`src/core/isbc_regs.svh`:
```
// Register map, field positions and timing constants of the blink controller
// What this block does
// (RULE1) Fade law codes 00 and 01 select square-law DAC with linear time steps.
// (RULE2) Fade law codes 10 and 11 select square-law DAC with one of two cubic profiles.
// (RULE3) Fade law select sits in bits 1:0; bits 7:2 are reserved.
// (RULE4) Enable register: sink n at bit n-1, bit 7 reserved; 1 on, 0 off.
// (RULE5) On-time field bits 7:6: 0.2 s, 0.6 s, 0.8 s, 1.2 s.
// (RULE6) With an off time set, an enabled sink stays on for the on time, then off.
// (RULE7) Off-time fields of sinks 7, 6, 5 sit at bits 5:4, 3:2, 1:0.
// (RULE8) Off-time code: 00 disabled, 01 0.6 s, 10 1.2 s, 11 1.8 s.
// (RULE9) Off time 00 with enable set keeps the sink on without blinking.
// (RULE10) After the off time the sink turns on again, repeating while enabled.
// (RULE11) Sinks enabled in one write start their sequences at the same moment.
// (RULE12) Second timing register holds off times of sinks 4 to 1, sink 4 at 7:6.
// (RULE13) On time is shared; each sink has its own phase timer from the clock.
// (RULE14) Enable rising starts with the on phase; clearing turns off and resets the timer.
`ifndef ISBC_REGS_SVH
`define ISBC_REGS_SVH

`define ISBC_ADDR_LAW      8'h1a
`define ISBC_ADDR_EN       8'h1b
`define ISBC_ADDR_TIME1    8'h1c
`define ISBC_ADDR_TIME2    8'h1d

`define ISBC_LAW_MSB       1
`define ISBC_EN_MSB        6
`define ISBC_ON_MSB        7
`define ISBC_ON_LSB        6
`define ISBC_NSINK         7
`define ISBC_RST_BYTE      8'h00

// Every time is a whole number of 0.2 s units
`define ISBC_UNIT_NS       200000000
`define ISBC_CLK_MHZ       40
`define ISBC_CYC_W         23
`define ISBC_UNIT_W        4
`define ISBC_ON_00         4'h1
`define ISBC_ON_01         4'h3
`define ISBC_ON_10         4'h4
`define ISBC_ON_11         4'h6
`define ISBC_OFF_01        4'h3
`define ISBC_OFF_10        4'h6
`define ISBC_OFF_11        4'h9
`define ISBC_OFF_NONE      2'h0

`endif

```
`src/core/isbc_pkg.sv`:
```
// Types shared by the blink controller
package isbc_pkg;
  `include "isbc_regs.svh"

  typedef enum logic [2:0] {
    PH_IDLE = 3'h1,
    PH_LIT  = 3'h2,
    PH_DARK = 3'h4
  } isbc_phase_t;

  typedef struct packed {
    logic [`ISBC_LAW_MSB:0]                     law;
    logic [`ISBC_EN_MSB:0]                      en;
    logic [7:0]                                 time1;
    logic [7:0]                                 time2;
    isbc_phase_t [`ISBC_NSINK-1:0]              phase;
    logic [`ISBC_NSINK-1:0][`ISBC_CYC_W-1:0]    cyc;
    logic [`ISBC_NSINK-1:0][`ISBC_UNIT_W-1:0]   units;
    logic [`ISBC_NSINK-1:0]                     sink_on;
    logic [7:0]                                 rdata;
  } isbc_state_t;
endpackage

```
`src/core/isbc_ctrl.sv`:
```
// Seven-sink blink controller with its register file
`timescale 1ns/1ps
`include "isbc_regs.svh"
module isbc_ctrl
  import isbc_pkg::*;
#(
  // One 0.2 s unit in clock cycles: microseconds times megahertz
  parameter int UNIT_CYCLES = `ISBC_UNIT_NS / 1000 * `ISBC_CLK_MHZ
) (
  // Clock and reset
  input  wire logic                    clock,
  input  wire logic                    rst_n,
  // Register port
  input  wire logic                    reg_wr,
  input  wire logic                    reg_rd,
  input  wire logic [7:0]              reg_addr,
  input  wire logic [7:0]              reg_wdata,
  output logic      [7:0]              reg_rdata,
  // Sink controls
  output logic      [`ISBC_NSINK-1:0]  sink_on,
  // Fade law to the current DACs
  output logic      [1:0]              fade_law_select,
  output logic                         fade_cubic_steps,
  output logic                         fade_cubic_profile
);

  isbc_state_t r;
  isbc_state_t n;

  // Off-time code of sink index i (0 is sink 1)
  function automatic logic [1:0] off_code(input logic [7:0] t1, input logic [7:0] t2,
                                          input int i);
    logic [1:0] c;
    c = 2'h0;
    if (i >= 4) begin
      c = t1[2*(i-4) +: 2]; // [RULE7]
    end else begin
      c = t2[2*i +: 2]; // [RULE12]
    end
    return c;
  endfunction

  function automatic logic [`ISBC_UNIT_W-1:0] on_units(input logic [1:0] c);
    logic [`ISBC_UNIT_W-1:0] u;
    case (c)
      2'h0:    u = `ISBC_ON_00;
      2'h1:    u = `ISBC_ON_01;
      2'h2:    u = `ISBC_ON_10;
      default: u = `ISBC_ON_11;
    endcase
    return u; // [RULE5]
  endfunction

  function automatic logic [`ISBC_UNIT_W-1:0] off_units(input logic [1:0] c);
    logic [`ISBC_UNIT_W-1:0] u;
    case (c)
      2'h1:    u = `ISBC_OFF_01;
      2'h2:    u = `ISBC_OFF_10;
      2'h3:    u = `ISBC_OFF_11;
      default: u = '0;
    endcase
    return u; // [RULE8]
  endfunction

  function automatic logic hit(input logic [7:0] a, input logic [7:0] want);
    return a == want;
  endfunction

  localparam logic [`ISBC_CYC_W-1:0] UNIT_LAST = `ISBC_CYC_W'(UNIT_CYCLES - 1);

  always_comb begin
    logic [1:0]              oc;
    logic                    unit_end;
    logic [`ISBC_UNIT_W-1:0] u1;
    oc       = 2'h0;
    unit_end = 1'b0;
    u1       = '0;
    n        = r;

    if (reg_wr) begin
      if (hit(reg_addr, `ISBC_ADDR_LAW)) begin
        n.law = reg_wdata[`ISBC_LAW_MSB:0]; // [RULE3]
      end
      if (hit(reg_addr, `ISBC_ADDR_EN)) begin
        n.en = reg_wdata[`ISBC_EN_MSB:0]; // [RULE4]
      end
      if (hit(reg_addr, `ISBC_ADDR_TIME1)) begin
        n.time1 = reg_wdata;
      end
      if (hit(reg_addr, `ISBC_ADDR_TIME2)) begin
        n.time2 = reg_wdata;
      end
    end

    if (reg_rd) begin
      case (1'b1)
        hit(reg_addr, `ISBC_ADDR_LAW):   n.rdata = {6'h00, r.law};
        hit(reg_addr, `ISBC_ADDR_EN):    n.rdata = {1'b0, r.en};
        hit(reg_addr, `ISBC_ADDR_TIME1): n.rdata = r.time1;
        hit(reg_addr, `ISBC_ADDR_TIME2): n.rdata = r.time2;
        default:                         n.rdata = `ISBC_RST_BYTE;
      endcase
    end

    // Each sink runs its own timer so enables at different times stay exact
    for (int i = 0; i < `ISBC_NSINK; i++) begin
      oc       = off_code(n.time1, n.time2, i);
      unit_end = (r.cyc[i] == UNIT_LAST);
      u1       = r.units[i] + `ISBC_UNIT_W'(1);
      if (!n.en[i]) begin
        n.phase[i] = PH_IDLE; // [RULE14]
        n.cyc[i]   = '0;
        n.units[i] = '0;
      end else begin
        case (r.phase[i])
          PH_IDLE: begin
            // Uses the written value so one write starts all its sinks together
            n.phase[i] = PH_LIT; // [RULE11] [RULE14]
            n.cyc[i]   = '0;
            n.units[i] = '0;
          end
          PH_LIT: begin
            if (oc == `ISBC_OFF_NONE) begin
              n.cyc[i]   = '0; // [RULE9]
              n.units[i] = '0;
            end else if (unit_end) begin
              n.cyc[i] = '0;
              if (u1 >= on_units(n.time1[`ISBC_ON_MSB:`ISBC_ON_LSB])) begin
                n.phase[i] = PH_DARK; // [RULE6] [RULE13]
                n.units[i] = '0;
              end else begin
                n.units[i] = u1;
              end
            end else begin
              n.cyc[i] = r.cyc[i] + `ISBC_CYC_W'(1);
            end
          end
          PH_DARK: begin
            if (oc == `ISBC_OFF_NONE) begin
              // Off time cleared mid-blink: fall back to steady on
              n.phase[i] = PH_LIT;
              n.cyc[i]   = '0;
              n.units[i] = '0;
            end else if (unit_end) begin
              n.cyc[i] = '0;
              if (u1 >= off_units(oc)) begin
                n.phase[i] = PH_LIT; // [RULE10]
                n.units[i] = '0;
              end else begin
                n.units[i] = u1;
              end
            end else begin
              n.cyc[i] = r.cyc[i] + `ISBC_CYC_W'(1);
            end
          end
          default: begin
            n.phase[i] = PH_IDLE;
            n.cyc[i]   = '0;
            n.units[i] = '0;
          end
        endcase
      end
      n.sink_on[i] = (n.phase[i] == PH_LIT);
    end
  end

  always_ff @(posedge clock or negedge rst_n) begin
    if (!rst_n) begin
      r <= '0;
      for (int i = 0; i < `ISBC_NSINK; i++) begin
        r.phase[i] <= PH_IDLE;
      end
    end else begin
      r <= n;
    end
  end

  assign reg_rdata          = r.rdata;
  assign sink_on            = r.sink_on;
  assign fade_law_select    = r.law;
  assign fade_cubic_steps   = r.law[1]; // [RULE1] [RULE2]
  assign fade_cubic_profile = r.law[1] & r.law[0]; // [RULE2]

  law_write_a: assert property (@(posedge clock) disable iff (!rst_n) // [RULE3]
    reg_wr && reg_addr == `ISBC_ADDR_LAW |=> fade_law_select == $past(reg_wdata[1:0]))
    else $error("fade law not stored");

  law_mode_a: assert property (@(posedge clock) disable iff (!rst_n) // [RULE2]
    reg_wr && reg_addr == `ISBC_ADDR_LAW |=> fade_cubic_steps == $past(reg_wdata[1]) &&
    fade_cubic_profile == ($past(reg_wdata[1:0]) == 2'h3))
    else $error("fade law mode wrong");

  enable_start_a: assert property (@(posedge clock) disable iff (!rst_n) // [RULE14]
    reg_wr && reg_addr == `ISBC_ADDR_EN && reg_wdata[0] && !r.en[0] |=> sink_on[0])
    else $error("sink 1 did not start lit");

  disable_off_a: assert property (@(posedge clock) disable iff (!rst_n) // [RULE4]
    reg_wr && reg_addr == `ISBC_ADDR_EN && !reg_wdata[6] |=> !sink_on[6] && r.cyc[6] == '0)
    else $error("sink 7 not turned off");

  steady_on_a: assert property (@(posedge clock) disable iff (!rst_n) // [RULE9]
    r.en[4] && r.time1[1:0] == 2'h0 && !(reg_wr && reg_addr inside {`ISBC_ADDR_EN,
    `ISBC_ADDR_TIME1}) |=> sink_on[4])
    else $error("steady sink 5 dropped");

  on_bound_a: assert property (@(posedge clock) disable iff (!rst_n) // [RULE5]
    r.phase[0] == PH_LIT |-> r.units[0] < on_units(r.time1[7:6]))
    else $error("on phase overran");

  off_bound_a: assert property (@(posedge clock) disable iff (!rst_n) // [RULE8]
    r.phase[3] == PH_DARK |-> r.units[3] < off_units(r.time2[7:6]))
    else $error("off phase overran");

  sync_start_a: assert property (@(posedge clock) disable iff (!rst_n) // [RULE11]
    reg_wr && reg_addr == `ISBC_ADDR_EN && reg_wdata[1:0] == 2'h3 && r.en[1:0] == 2'h0
    |=> sink_on[1:0] == 2'h3 && r.cyc[0] == r.cyc[1] && r.units[0] == r.units[1])
    else $error("sinks not started together");

endmodule

```
`config.mk`:
```
export PLATFORM = sky130hd
export DESIGN_NAME = isbc_ctrl
export DESIGN_NICKNAME = d
export VERILOG_FILES = /design/src/core/isbc_pkg.sv /design/src/core/isbc_ctrl.sv
export VERILOG_INCLUDE_DIRS = /design/src /design/src/core
export SDC_FILE = /design/constraint.sdc
export NUM_CORES = 1
export LEC_CHECK = 0
export ABC_AREA = 1
export BUFFER_PORTS_ARGS = -buffer_cell sky130_fd_sc_hd__buf_2
export CAP_MARGIN = 10
export CORE_ASPECT_RATIO = 0.75
export CORE_MARGIN = 2
export CORE_UTILIZATION = 55
export DETAILED_ROUTE_END_ITERATION = 8
export HOLD_SLACK_MARGIN = 0.03
export PLACE_DENSITY = 0.85
export SLEW_MARGIN = 0
export SYNTH_ARGS = -nofsm -noshare
export SYNTH_HDL_FRONTEND = slang
export SYNTH_SLANG_ARGS = --single-unit
```
`constraint.sdc`:
```
create_clock -name clock -period 2.1 [get_ports clock]
set_clock_uncertainty 0.15 [all_clocks]
set_input_delay 0.42 -clock clock [delete_from_list [all_inputs] [get_ports clock]]
set_output_delay 0.42 -clock clock [all_outputs]
set_load 0.1 [all_outputs]
```
==> impl_metrics.json <==
{
  "layout-drive-gt1-share": 0.294,
  "finalCoreUtilization": 0.756,
  "first_pass_iters": 6,
  "cts_root_buffer": "clkbuf_16",
  "die_w_um": 195,
  "grt_overflow": 0,
  "wl_um": 51500,
  "seq_area_frac_synth": 0.414,
  "syn-cell-area_mm2": 0.0151,
  "setup_violations": 154,
  "status": "complete, but fails checks",
  "clock_tree.buffer_depth": 3,
  "critPathArrivalTime_ns": 3.02,
  "finalSetupTns_ns": -31.87,
  "hpwlAfterDp_um": 26600,
  "ir_drop_mv": 0.807,
  "grt_pass1_wl_um": 66300,
  "dieArea_mm2": 0.0289,
  "maxSlewViolCount": 0,
  "synth_cell_types": 39,
  "syn_inst": 2000,
  "drtIter0Drc": 1690,
  "crit_path_end_kind": "flip-flop",
  "port_buffers": 38,
  "grtUsageTotal": 0.278,
  "rsz0062_at_grt": "yes",
  "grt_max_degree": 67,
  "tritoncts": "yes",
  "yosysTopAreaCell": "dfrtp_1",
  "required_ns": 2.43,
  "final_cell_mix": "nand2_1, nor2_1, inv_1",
  "fin_nets": 2345,
  "synth_top_cell_area_share": 0.402,
  "fmax_mhz": 371,
  "place_congestion": 0.915,
  "drv_cap": 0,
  "die_h_um": 148,
  "min_period_ns": 2.69,
  "drc": 0,
  "synthTopCellsByArea": "dfrtp_1, nand2_1, nor2_1",
  "leakagePower_nw": 8.97,
  "cts.sinks": 250,
  "power.density_mw_per_mm2": 610,
  "viasPerCell": 5.97,
  "max_slew_margin": 0.581,
  "syn_to_final_growth_pct": 35.0,
  "ios": 39,
  "clk_latency_ns": 0.56,
  "tightest_slew_ns": 0.624,
  "final_cells": 2613,
  "path_clk_slew_ns": 0.06,
  "synth_fp_nets": 2104,
  "route.vias.total": 15600,
  "violations": "setup timing",
  "hp-class": "input port to flip-flop",
  "critical_path_peak_fanout": 8,
  "critical_path_class": "input port to flip-flop",
  "layout_setup_ws_ns": -0.593,
  "antenna_left": 0,
  "syn_area_per_cell_um2": 7.56,
  "routedWlPerCell_um": 19.7,
  "dp_cells": 2518,
  "hold_viol": 0,
  "ys_ff_latch": 250,
  "cp-start-kind": "input port",
  "fin_crit_sh": 1.28,
  "synth_warnings": 0,
  "cts_buffers": 27,
  "layout_commonest_cell": "nand2_1",
  "grt_antenna_before_repair": 3,
  "h-tree-depth": 1,
  "grt_pass1_vias": 14100,
  "std_cell_rows": 52,
  "coreArea_mm2": 0.0270,
  "initial_core_util": 0.560
}
## layout make-up
cell class / instances / area [um^2]
tap: 351 / 439
multi-input combinational: 1406 / 9380
antenna: 2 / 5.00
inverter: 311 / 1240
fill: 1557 / 6580
sequential: 250 / 6270
timing repair buffer: 245 / 2170
clock buffer: 39 / 771
clock inverter: 9 / 150
## where the power goes
group	switching, mW	total [mW]	internal [mW]	leakage, nW
clock network	2.08	5.11	3.03	0.446
logic	1.46	2.28	0.826	5.16
registers	0.0999	5.06	4.96	3.36
total	3.64	12.5	8.82	8.97
## logic make-up after synthesis
group / after synthesis / synth area share
fa+ha+maj: 84 / 0.0695
flops: 250 / 0.414
compound gates: 114 / 0.0448
buf+inv: 347 / 0.0945
xor+xnor: 103 / 0.0596
simple gates: 1102 / 0.317
## flip-flops by register name (all words and copies together) (netlist names)
register,flops
r,233
reg_rdata,8
sink_on,7
fade_law_select,2
## per-layer routing
layer | track usage | vias to the layer above | wire, um
met2 | 0.472 | 1028 | 23900
li1 | - | 6845 | -
met3 | 0.0452 | 400 | 4740
met4 | 0.127 | 2 | 4270
met1 | 0.353 | 7317 | 18600
met5 | 0 | - | 14
## timing repair
item,in CTS,in global routing
resized for setup,121,367
cloned,3,6
setup endpoints to repair,161,189
hold buffers,2,0
setup buffers,12,24
pin swaps,61,120
endpoints found under the hold margin,171,0
## Yosys cell counts
master	count
inv_2	7
o21ai_0	47
a31oi_1	4
nand3_4	1
o211ai_1	3
ha_1	84
o21ai_4	5
nand4_1	74
inv_1	304
nand3b_1	3
a21oi_1	35
nor2_2	1
buf_2	9
clkbuf_1	2
o221ai_1	5
dfstp_2	7
nor3b_1	7
nand2_2	3
nor3b_2	3
nand2_1	437
buf_6	6
buf_4	19
nor3_1	78
o21bai_1	1
nand3_1	135
nand3_2	1
nor3_2	10
xnor2_1	33
o22ai_1	7
nor2_1	337
o32ai_1	1
xor2_1	70
nor2_4	2
o21a_1	1
nand2_4	3
o21ai_1	4
nor4_1	7
dfrtp_1	243
o31ai_1	1
## per-stage QoR
| step | hold WS [ns] | total power, mW | area (um^2) | setup WS, ns |
|---|---|---|---|---|
| floorplan | -0.0256 | 6.11 | 15300 | -0.657 |
| global placement | 0.150 | 6.63 | 17000 | -0.974 |
| detailed placement | 0.150 | 6.70 | 17000 | -1.11 |
| CTS | 0.0382 | 11.8 | 18600 | -0.187 |
| global route | 0.0737 | 12.8 | 20400 | -0.750 |
| finish | 0.0659 | 12.5 | 20400 | -0.593 |
## worst paths after layout
kind                       cells past startpoint  slack [ns]  endpoint    startpoint
max in group asynchronous                      4        0.89    r[192]         rst_n
hold / removal                                 3        0.07    r[238]  reg_wdata[5]
hold reg to reg                                1        0.31    r[181]        r[181]
setup / recovery                              19       -0.59     r[25]   reg_addr[5]
min in group asynchronous                      2        0.17     r[59]         rst_n
setup reg to reg                              12       -0.46     r[25]        r[230]
## critical path, cell delays in order
cell	delay, ns
buf_2	0.09
inv_1	0.05
nand3_2	0.10
inv_4	0.06
buf_12	0.12
nand2_8	0.07
clkinv_8	0.07
nand2_8	0.12
nand2_2	0.15
o21ai_4	0.12
inv_2	0.11
ha_4	0.16
inv_1	0.21
ha_4	0.28
a21oi_2	0.25
nand3_4	0.15
o22ai_2	0.21
nand2_1	0.10
o21ai_1	0.17
No activity file was read; power rests on OpenSTA's default activity.
